$ cat src/rtl/pdrsis_pkg.sv
// shared constants for the rx stop / status block and its controller
package pdrsis_pkg;
    // ****************************************
    // link widths and timing
    // ****************************************
    localparam int AW           = 12;
    localparam int DW           = 32;
    localparam int LINK_HALF    = 10;
    // ****************************************
    // device register offsets
    // ****************************************
    localparam logic [11:0] OFS_RX_ENABLE  = 12'h400;
    localparam logic [11:0] OFS_RX_DISABLE = 12'h404;
    localparam logic [11:0] OFS_RX_DPTR    = 12'h408;
    localparam logic [11:0] OFS_STATUS     = 12'h500;
    localparam logic [11:0] OFS_MASK       = 12'h504;
    localparam logic [11:0] OFS_IRQ_EN     = 12'h508;
    localparam logic [31:0] REG_RESET      = 32'h0000_0000;
    localparam int          RUN_BIT        = 0;
    localparam int          STOP_BIT       = 0;
    localparam int          GIE_BIT        = 0;
    localparam int          PTR_LSB        = 2;
    // ****************************************
    // status bit positions
    // ****************************************
    localparam int ST_TX_BASE   = 0;
    localparam int ST_RX_BASE   = 4;
    localparam int ST_PCI_OFS   = 16;
    localparam int EV_IRQ       = 0;
    localparam int EV_OK        = 1;
    localparam int EV_ERR       = 2;
    localparam int EV_EOL       = 3;
    localparam int ST_TX_STARVE = 9;
    localparam int ST_RX_STARVE = 24;
    localparam int ST_EXT_INT   = 25;
    localparam int ST_MABORT    = 26;
    localparam logic [31:0] ST_USED = 32'h07FF_02FF;
    // ****************************************
    // controller register offsets
    // ****************************************
    localparam logic [7:0] H_OFS_CMD   = 8'h00;
    localparam logic [7:0] H_OFS_WDATA = 8'h04;
    localparam logic [7:0] H_OFS_RDATA = 8'h08;
    localparam logic [7:0] H_OFS_STAT  = 8'h0C;
    localparam logic [7:0] H_OFS_STOP  = 8'h10;
    localparam int         CMD_WR_BIT  = 16;
    localparam int         HS_BUSY     = 0;
    localparam int         HS_DONE     = 1;
    localparam int         HS_REFUSED  = 2;
    localparam int         HS_STOPPING = 3;
endpackage

$ cat src/rtl/pdrsis_link_if.sv
// link between the controller and the rx stop / status device
`timescale 1ns/10ps
`default_nettype none
interface pdrsis_link_if;
    logic        lnk_clk;
    logic        lnk_req;
    logic        lnk_wr;
    logic [11:0] lnk_addr;
    logic [31:0] lnk_wdata;
    logic [31:0] lnk_rdata;
    modport dev (
        input  lnk_clk,
        input  lnk_req,
        input  lnk_wr,
        input  lnk_addr,
        input  lnk_wdata,
        output lnk_rdata
    );
    modport ctl (
        output lnk_clk,
        output lnk_req,
        output lnk_wr,
        output lnk_addr,
        output lnk_wdata,
        input  lnk_rdata
    );
endinterface
`default_nettype wire

$ cat src/rtl/pdrsis_dev.sv
// rx shutdown control, rx descriptor pointer and interrupt status
`timescale 1ns/10ps
`default_nettype none
module pdrsis_dev (
    // clock and reset
    input  wire logic                  sys_clk_in,
    input  wire logic                  rst_in,
    // link to the controller
    pdrsis_link_if.dev                 link,
    // tx endpoint completion reports
    input  wire logic                  tx_done_in,
    input  wire logic                  tx_pci_in,
    input  wire logic                  tx_irq_req_in,
    input  wire logic                  tx_err_in,
    input  wire logic                  tx_null_link_in,
    input  wire logic                  tx_starve_in,
    // rx endpoint completion reports
    input  wire logic                  rx_done_in,
    input  wire logic                  rx_pci_in,
    input  wire logic                  rx_irq_req_in,
    input  wire logic                  rx_err_in,
    input  wire logic                  rx_null_link_in,
    input  wire logic                  rx_starve_in,
    input  wire logic                  rx_idle_in,
    input  wire logic                  rx_ptr_load_in,
    input  wire logic [pdrsis_pkg::DW-1:0] rx_ptr_next_in,
    // pci core
    input  wire logic                  host_mode_in,
    input  wire logic                  inta_n_in,
    input  wire logic                  mabort_in,
    // endpoint control and interrupt
    output logic                       rx_run_out,
    output logic                       rx_stop_req_out,
    output logic [pdrsis_pkg::DW-1:0]  rx_desc_ptr_out,
    output logic                       irq_out
);
    import pdrsis_pkg::*;

    localparam int VW = 3 + AW + DW;

    // ****************************************
    // event decode
    // ****************************************
    function automatic logic [31:0] ev_bits(
        input logic done, input logic pci, input logic irq,
        input logic err, input logic nul, input int base);
        logic [31:0] v;
        int          b;
        v = 32'h0000_0000;
        b = base + (pci ? ST_PCI_OFS : 0);
        if (done) begin
            v[b + EV_IRQ] = irq;
            v[b + EV_OK]  = !err;
            v[b + EV_ERR] = err;
            v[b + EV_EOL] = nul;
        end
        return v;
    endfunction

    // ****************************************
    // link synchroniser
    // ****************************************
    logic [VW-1:0] s1_q, s2_q, s3_q;
    logic          lclk_lvl_q;
    logic [2:0]    inta_s_q;
    logic          inta_lvl_q;

    always_ff @(posedge sys_clk_in or posedge rst_in) begin
        if (rst_in) begin
            s1_q       <= '0;
            s2_q       <= '0;
            s3_q       <= '0;
            lclk_lvl_q <= 1'b0;
            inta_s_q   <= 3'h7;
            inta_lvl_q <= 1'b1;
        end else begin
            s1_q <= {link.lnk_clk, link.lnk_req, link.lnk_wr,
                     link.lnk_addr, link.lnk_wdata};
            s2_q <= s1_q;
            s3_q <= s2_q;
            inta_s_q <= {inta_s_q[1:0], inta_n_in};
            if (s2_q[VW-1] == s3_q[VW-1]) begin
                lclk_lvl_q <= s3_q[VW-1];
            end
            if (inta_s_q[1] == inta_s_q[2]) begin
                inta_lvl_q <= inta_s_q[2];
            end
        end
    end

    wire          lrise  = s2_q[VW-1] && s3_q[VW-1] && !lclk_lvl_q;
    wire          take   = lrise && s3_q[VW-2];
    wire          wr_tk  = take && s3_q[VW-3];
    wire [AW-1:0] addr   = s3_q[DW +: AW];
    wire [DW-1:0] wdata  = s3_q[DW-1:0];

    wire wr_run  = wr_tk && (addr == OFS_RX_ENABLE);
    wire wr_stop = wr_tk && (addr == OFS_RX_DISABLE);
    wire wr_ptr  = wr_tk && (addr == OFS_RX_DPTR);
    wire wr_sts  = wr_tk && (addr == OFS_STATUS);
    wire wr_msk  = wr_tk && (addr == OFS_MASK);
    wire wr_ien  = wr_tk && (addr == OFS_IRQ_EN);

    // ****************************************
    // registers
    // ****************************************
    logic              run_q, stop_q, irq_q;
    logic [DW-1:PTR_LSB] ptr_q;
    logic [DW-1:0]     sts_q, msk_q, ien_q, rdata_q;
    logic              run_d;
    logic [DW-1:0]     sts_d, ev;

    // stop in progress ignores writes to the enable a
    // write of zero there is treated the same way
    wire run_set = wr_run && wdata[RUN_BIT] && !stop_q;
    // endpoint drained while stopping: drop the run flag
    wire run_clr = stop_q && rx_idle_in;

    assign run_d = run_clr ? 1'b0 : (run_set ? 1'b1 : run_q);

    assign ev = ev_bits(tx_done_in, tx_pci_in, tx_irq_req_in,
                        tx_err_in, tx_null_link_in, ST_TX_BASE)
              | ev_bits(rx_done_in, rx_pci_in, rx_irq_req_in,
                        rx_err_in, rx_null_link_in, ST_RX_BASE)
              | (32'(tx_starve_in) << ST_TX_STARVE)
              | (32'(rx_starve_in) << ST_RX_STARVE)
              | (32'(mabort_in) << ST_MABORT);
    // ..come from the same decode above

    // write-one clear, a same-cycle event wins; masks play no part
    assign sts_d = ((sts_q & ~(wr_sts ? wdata : 32'h0000_0000)) | ev)
                 & ST_USED & ~(32'h1 << ST_EXT_INT);

    // external interrupt is a live level, not sticky
    wire ext_int = host_mode_in && !inta_lvl_q;
    wire [DW-1:0] sts_rd = sts_q | (32'(ext_int) << ST_EXT_INT);
    wire irq_d = ien_q[GIE_BIT] && |(sts_rd & msk_q);

    wire [DW-1:0] rd_val =
        (addr == OFS_RX_ENABLE)  ? 32'(run_q)  :
        (addr == OFS_RX_DISABLE) ? 32'(stop_q) :
        (addr == OFS_RX_DPTR)    ? {ptr_q, 2'b00} :
        (addr == OFS_STATUS)     ? sts_rd :
        (addr == OFS_MASK)       ? msk_q :
        (addr == OFS_IRQ_EN)     ? ien_q : 32'h0000_0000;

    always_ff @(posedge sys_clk_in or posedge rst_in) begin
        if (rst_in) begin
            run_q   <= 1'b0;
            stop_q  <= 1'b0;
            ptr_q   <= '0;
            sts_q   <= REG_RESET;
            msk_q   <= REG_RESET;
            ien_q   <= REG_RESET;
            irq_q   <= 1'b0;
            rdata_q <= REG_RESET;
        end else begin
            run_q <= run_d;
            sts_q <= sts_d;
            irq_q <= irq_d;
            if (wr_stop) begin
                stop_q <= wdata[STOP_BIT];
            end
            // engine advance takes priority over a software write
            if (rx_ptr_load_in) begin
                ptr_q <= rx_ptr_next_in[DW-1:PTR_LSB];
            end else if (wr_ptr) begin
                ptr_q <= wdata[DW-1:PTR_LSB];
            end
            if (wr_msk) begin
                msk_q <= wdata & ST_USED;
            end
            if (wr_ien) begin
                ien_q <= 32'(wdata[GIE_BIT]);
            end
            if (take) begin
                rdata_q <= rd_val;
            end
        end
    end

    assign link.lnk_rdata   = rdata_q;
    assign rx_run_out       = run_q;
    assign rx_stop_req_out  = stop_q;
    assign rx_desc_ptr_out  = {ptr_q, 2'b00};
    assign irq_out          = irq_q;
endmodule
`default_nettype wire

$ cat src/flat_wrapper.sv
// flat-port wrapper written by rule: the top's interface ports become plain ports
module pdrsis_dev_flat import pdrsis_pkg::*;
  (sys_clk_in, rst_in, tx_done_in, tx_pci_in, tx_irq_req_in, tx_err_in, tx_null_link_in, tx_starve_in, rx_done_in, rx_pci_in, rx_irq_req_in, rx_err_in, rx_null_link_in, rx_starve_in, rx_idle_in, rx_ptr_load_in, rx_ptr_next_in, host_mode_in, inta_n_in, mabort_in, rx_run_out, rx_stop_req_out, rx_desc_ptr_out, irq_out, link_lnk_clk, link_lnk_req, link_lnk_wr, link_lnk_addr, link_lnk_wdata, link_lnk_rdata);
  pdrsis_link_if link_i ();
  input  wire logic sys_clk_in;
  input  wire logic rst_in;
  input  wire logic tx_done_in;
  input  wire logic tx_pci_in;
  input  wire logic tx_irq_req_in;
  input  wire logic tx_err_in;
  input  wire logic tx_null_link_in;
  input  wire logic tx_starve_in;
  input  wire logic rx_done_in;
  input  wire logic rx_pci_in;
  input  wire logic rx_irq_req_in;
  input  wire logic rx_err_in;
  input  wire logic rx_null_link_in;
  input  wire logic rx_starve_in;
  input  wire logic rx_idle_in;
  input  wire logic rx_ptr_load_in;
  input  wire logic [pdrsis_pkg::DW-1:0] rx_ptr_next_in;
  input  wire logic host_mode_in;
  input  wire logic inta_n_in;
  input  wire logic mabort_in;
  output logic rx_run_out;
  output logic rx_stop_req_out;
  output logic [pdrsis_pkg::DW-1:0] rx_desc_ptr_out;
  output logic irq_out;
  input wire logic [$bits(link_i.lnk_clk)-1:0] link_lnk_clk;
  input wire logic [$bits(link_i.lnk_req)-1:0] link_lnk_req;
  input wire logic [$bits(link_i.lnk_wr)-1:0] link_lnk_wr;
  input wire logic [$bits(link_i.lnk_addr)-1:0] link_lnk_addr;
  input wire logic [$bits(link_i.lnk_wdata)-1:0] link_lnk_wdata;
  output wire logic [$bits(link_i.lnk_rdata)-1:0] link_lnk_rdata;
  assign link_i.lnk_clk = link_lnk_clk;
  assign link_i.lnk_req = link_lnk_req;
  assign link_i.lnk_wr = link_lnk_wr;
  assign link_i.lnk_addr = link_lnk_addr;
  assign link_i.lnk_wdata = link_lnk_wdata;
  assign link_lnk_rdata = link_i.lnk_rdata;
  pdrsis_dev u_core (.sys_clk_in(sys_clk_in), .rst_in(rst_in), .link(link_i), .tx_done_in(tx_done_in), .tx_pci_in(tx_pci_in), .tx_irq_req_in(tx_irq_req_in), .tx_err_in(tx_err_in), .tx_null_link_in(tx_null_link_in), .tx_starve_in(tx_starve_in), .rx_done_in(rx_done_in), .rx_pci_in(rx_pci_in), .rx_irq_req_in(rx_irq_req_in), .rx_err_in(rx_err_in), .rx_null_link_in(rx_null_link_in), .rx_starve_in(rx_starve_in), .rx_idle_in(rx_idle_in), .rx_ptr_load_in(rx_ptr_load_in), .rx_ptr_next_in(rx_ptr_next_in), .host_mode_in(host_mode_in), .inta_n_in(inta_n_in), .mabort_in(mabort_in), .rx_run_out(rx_run_out), .rx_stop_req_out(rx_stop_req_out), .rx_desc_ptr_out(rx_desc_ptr_out), .irq_out(irq_out));
endmodule
$ cat config.mk
export PLATFORM = sky130hd
export DESIGN_NAME = pdrsis_dev_flat
export DESIGN_NICKNAME = d
export VERILOG_FILES = /design/src/rtl/pdrsis_pkg.sv /design/src/rtl/pdrsis_link_if.sv /design/src/rtl/pdrsis_dev.sv /design/src/flat_wrapper.sv
export SDC_FILE = /design/constraint.sdc
export NUM_CORES = 1
export LEC_CHECK = 0
export ABC_AREA = 1
export BUFFER_PORTS_ARGS = -buffer_cell sky130_fd_sc_hd__buf_2
export CELL_PAD_IN_SITES_DETAIL_PLACEMENT = 0
export CELL_PAD_IN_SITES_GLOBAL_PLACEMENT = 1
export CORE_UTILIZATION = 46
export CTS_CLUSTER_SIZE = 28
export DETAILED_ROUTE_END_ITERATION = 10
export PLACE_DENSITY = 0.93
export SLEW_MARGIN = 20
export SYNTH_ARGS = -nofsm -noshare
export SYNTH_HDL_FRONTEND = slang
export SYNTH_SLANG_ARGS = --single-unit
$ cat constraint.sdc
create_clock -name sys_clk_in -period 20.2 [get_ports sys_clk_in]
set_input_delay 3.03 -clock sys_clk_in [delete_from_list [all_inputs] [get_ports sys_clk_in]]
set_output_delay 3.03 -clock sys_clk_in [all_outputs]
set_load 0.1 [all_outputs]
==> impl_metrics.yaml <==
route:
  drc: 0
  routed_via_density: 4.84
  first_iter_violations: 363
  routedWlPerCell_microns: 15.4
  dr_total_vias: 5878
  final_antenna_net_count: 0
  detail_route.wirelength_microns: 18700
  drt-pass1-iter-count: 4
place:
  io_buffer_count: 160
  dp.final_hpwl_microns: 12800
  finalWeightedCongestion: 0.894
  dpl_worst_slack_ps: 14650
  place.detailed.instances: 1168
clock_network:
  clk_transition_reported_paths_ps: 70
  clk_latency_ps: 510
  total_number_of_clock_tree_sinks: 251
  ctsHtreeMaxLevel: 1
  holdBufCountCts: 0
  post_cts.resized_instances: 0
  tritoncts: "yes"
  cts_max_path_buffers: 3
  cts_post_setup_buffers_inserted: 0
  ctsRootBufferMaster: "sky130_fd_sc_hd__clkbuf_16"
  tritoncts.num_buffers: 24
critical_path:
  worstPathRequired_ps: 20580
  critPathLaunch: "rx_ptr_load_in"
  worst_path_slowest_cell: "sky130_fd_sc_hd__clkinv_1"
  r2r_start: "u_core.s3_q[46]"
  critPathCaptureType: "flop"
  critical_path.n_buffers_inverters: 3
  path_delay_family: "buffers and inverters"
  cp.arrival_ps: 5370
  crit_path_cell_trace: "buf_2, clkinv_1, nand2_4, inv_2, nand2_1, nand3_1"
  kind_of_critical_path: "input port to flop"
  worst-path-max-fanout: 37
  critical-path-max-stage-delay_ps: 840
  critical_path.startpoint_type: "input port"
yosys:
  syn_inst: 804
  synth_largest_area_cell: "sky130_fd_sc_hd__dfrtp_1"
  synth-edff-count: 0
  synth_seq_cells: 251
  synth_area_sq_um: 8720
  yosys.area.top_type_share: 0.709
  dominantRegCellSynth: "sky130_fd_sc_hd__dfrtp_1"
  avgSynthCellArea_sq_um: 10.8
  synth_warnings: 0
  synthDistinctLibCells: 31
  synth.top_cells.by_area: "sky130_fd_sc_hd__dfrtp_1 (71%), sky130_fd_sc_hd__nand2_1 (12%), sky130_fd_sc_hd__o21ai_0 (4.4%), sky130_fd_sc_hd__inv_1 (2.7%), sky130_fd_sc_hd__nand3_1 (2.5%)"
  ys_seq_area_frac: 0.721
  synthArstFlopShare: 1.00
sta:
  period_needed_ps: 4990
  max_clock_freq_mhz: 200
  slew_viol_final: 0
  finalSetupViolations: 0
  grt_setup_unrepaired: "false"
  tightest_slew_ps: 1020
  timing.final.hold_violations: 0
  period_share: 0.247
  timing.final.ws_setup_ps: 15210
  timing.setup.tns_ps: 0
  finalClockSkew_ps: 14.3
  worst_slew_margin_rel: 0.317
floorplan:
  die_height_microns: 140
  coreArea_sq_um: 18300
  design.die.area_sq_um: 19500
  floorplan.initialDensity: 0.477
  floorplan.rows: 49
  pin_count: 165
  fp.dieW_microns: 140
grt:
  first_global_vias: 5686
  grt_max_degree: 106
  global_route_wire_length_before_repair_microns: 29500
  initial_antenna_violation_count: 2
  gr-usage-all-layers: 0.194
  global_route.overflow_total: 0
worst_hold_path:
  worstHoldPathType: "flop to flop"
  holdCritStartpoint: "u_core.s1_q[36]"
finish:
  fillCellCount: 1571
  multi_input_area_sq_um: 2010
  final_util: 0.578
  nets_finish: 1064
  final_common_cell: "sky130_fd_sc_hd__nand2_1"
  areaGrowthSynthToFinish_pct: 21.2
  final_cell_count_no_fill: 1214
  seq_area_sq_um: 6290
  final_cell_mix: "sky130_fd_sc_hd__nand2_1 (273), sky130_fd_sc_hd__dfrtp_1 (247), sky130_fd_sc_hd__buf_2 (160)"
  drive_gt1_frac: 0.228
run:
  drv_cap: 0
power_and_ir_drop:
  total_leakage_power_uw: 0.00535
  worst_ir_drop_vdd_mv: 0.101
  power.density_nw_per_um2: 105
outcome:
  outcome: "complete, no violations"
## per-layer routing
metal / share of wire / up-vias / wire length (microns) / global-route usage
li1: - / 2864 / - / -
met5: 0 / - / 0 / 0
met2: 0.47 / 179 / 8850 / 0.309
met1: 0.43 / 2796 / 8070 / 0.267
met4: 0.027 / 0 / 514 / 0.0706
met3: 0.068 / 39 / 1270 / 0.0389
## Yosys cell counts, types with 6 or more instances
cell type,count
sky130_fd_sc_hd__buf_2,8
sky130_fd_sc_hd__buf_4,6
sky130_fd_sc_hd__clkbuf_1,11
sky130_fd_sc_hd__dfrtp_1,247
sky130_fd_sc_hd__inv_1,63
sky130_fd_sc_hd__nand2_1,274
sky130_fd_sc_hd__nand3_1,44
sky130_fd_sc_hd__nor2_1,14
sky130_fd_sc_hd__o211ai_1,6
sky130_fd_sc_hd__o21ai_0,76
sky130_fd_sc_hd__o21ai_1,18
## registers in the layout, indices dropped and copies added, names as in the netlist
signal and count:
u_core.inta_s_q 3, u_core.s2_q 47, u_core.inta_lvl_q 1, u_core.link.lnk_rdata 32
u_core.lclk_lvl_q 1, u_core.sts_q 19, u_core.msk_q 20, u_core.irq_out 1
u_core.rx_run_out 1, u_core.ien_q 1, u_core.rx_stop_req_out 1, u_core.s1_q 47
u_core.ptr_q 30, u_core.s3_q 47
## stage by stage
step	total power, uW	area, sq um	hold WS [ps]
after detailed placement	639	9670	335
after floorplan	611	8720	331
after global routing	1150	10600	344
final	1110	10600	343
after CTS	1130	10600	343
after global placement	637	9670	331
## power by group
part | switching, uW | internal (uW) | leakage (uW)
Clock | 182 | 302 | 0.000432
Combinational | 79.0 | 16.9 | 0.00190
Sequential | 9.19 | 524 | 0.00301
Total | 271 | 843 | 0.00535
## path summary, 6_finish.rpt
path                                          to  slack, ps  depth (start not counted)
min in group asynchronous        u_core.s3_q[13]       2640                          2
worst max register to register  u_core.ptr_q[24]      17180                         10
worst max-delay path            u_core.ptr_q[24]      15210                          6
worst min-delay path             u_core.s2_q[36]        340                          0
worst min register to register   u_core.s2_q[36]        340                          0
max in group asynchronous        u_core.sts_q[9]      16280                          3
## cells by family (layout without fill, tap and decap cells)
group                    after synthesis  after routing  share of synthesized area
AO/OA/AOI/OAI                        105            105                     0.0631
adder cells (fa/ha/maj)                2              2                    0.00258
buffers and inverters                 98            276                     0.0487
flip-flops                           251            251                      0.721
multiplexers                           1              1                    0.00129
other                                  1              4                   0.000430
AND/OR/NAND/NOR                      346            346                      0.163
## final cells by class
cell class	instances	share of cell area
multi-input cells	456	0.191
diodes	2	0.000474
inverters	70	0.0257
repair buffers	162	0.0776
flip-flops and latches	251	0.595
clock inverters	13	0.0193
well taps	229	0.0271
clock buffers	31	0.0642
(Power assumes the default switching activity.)
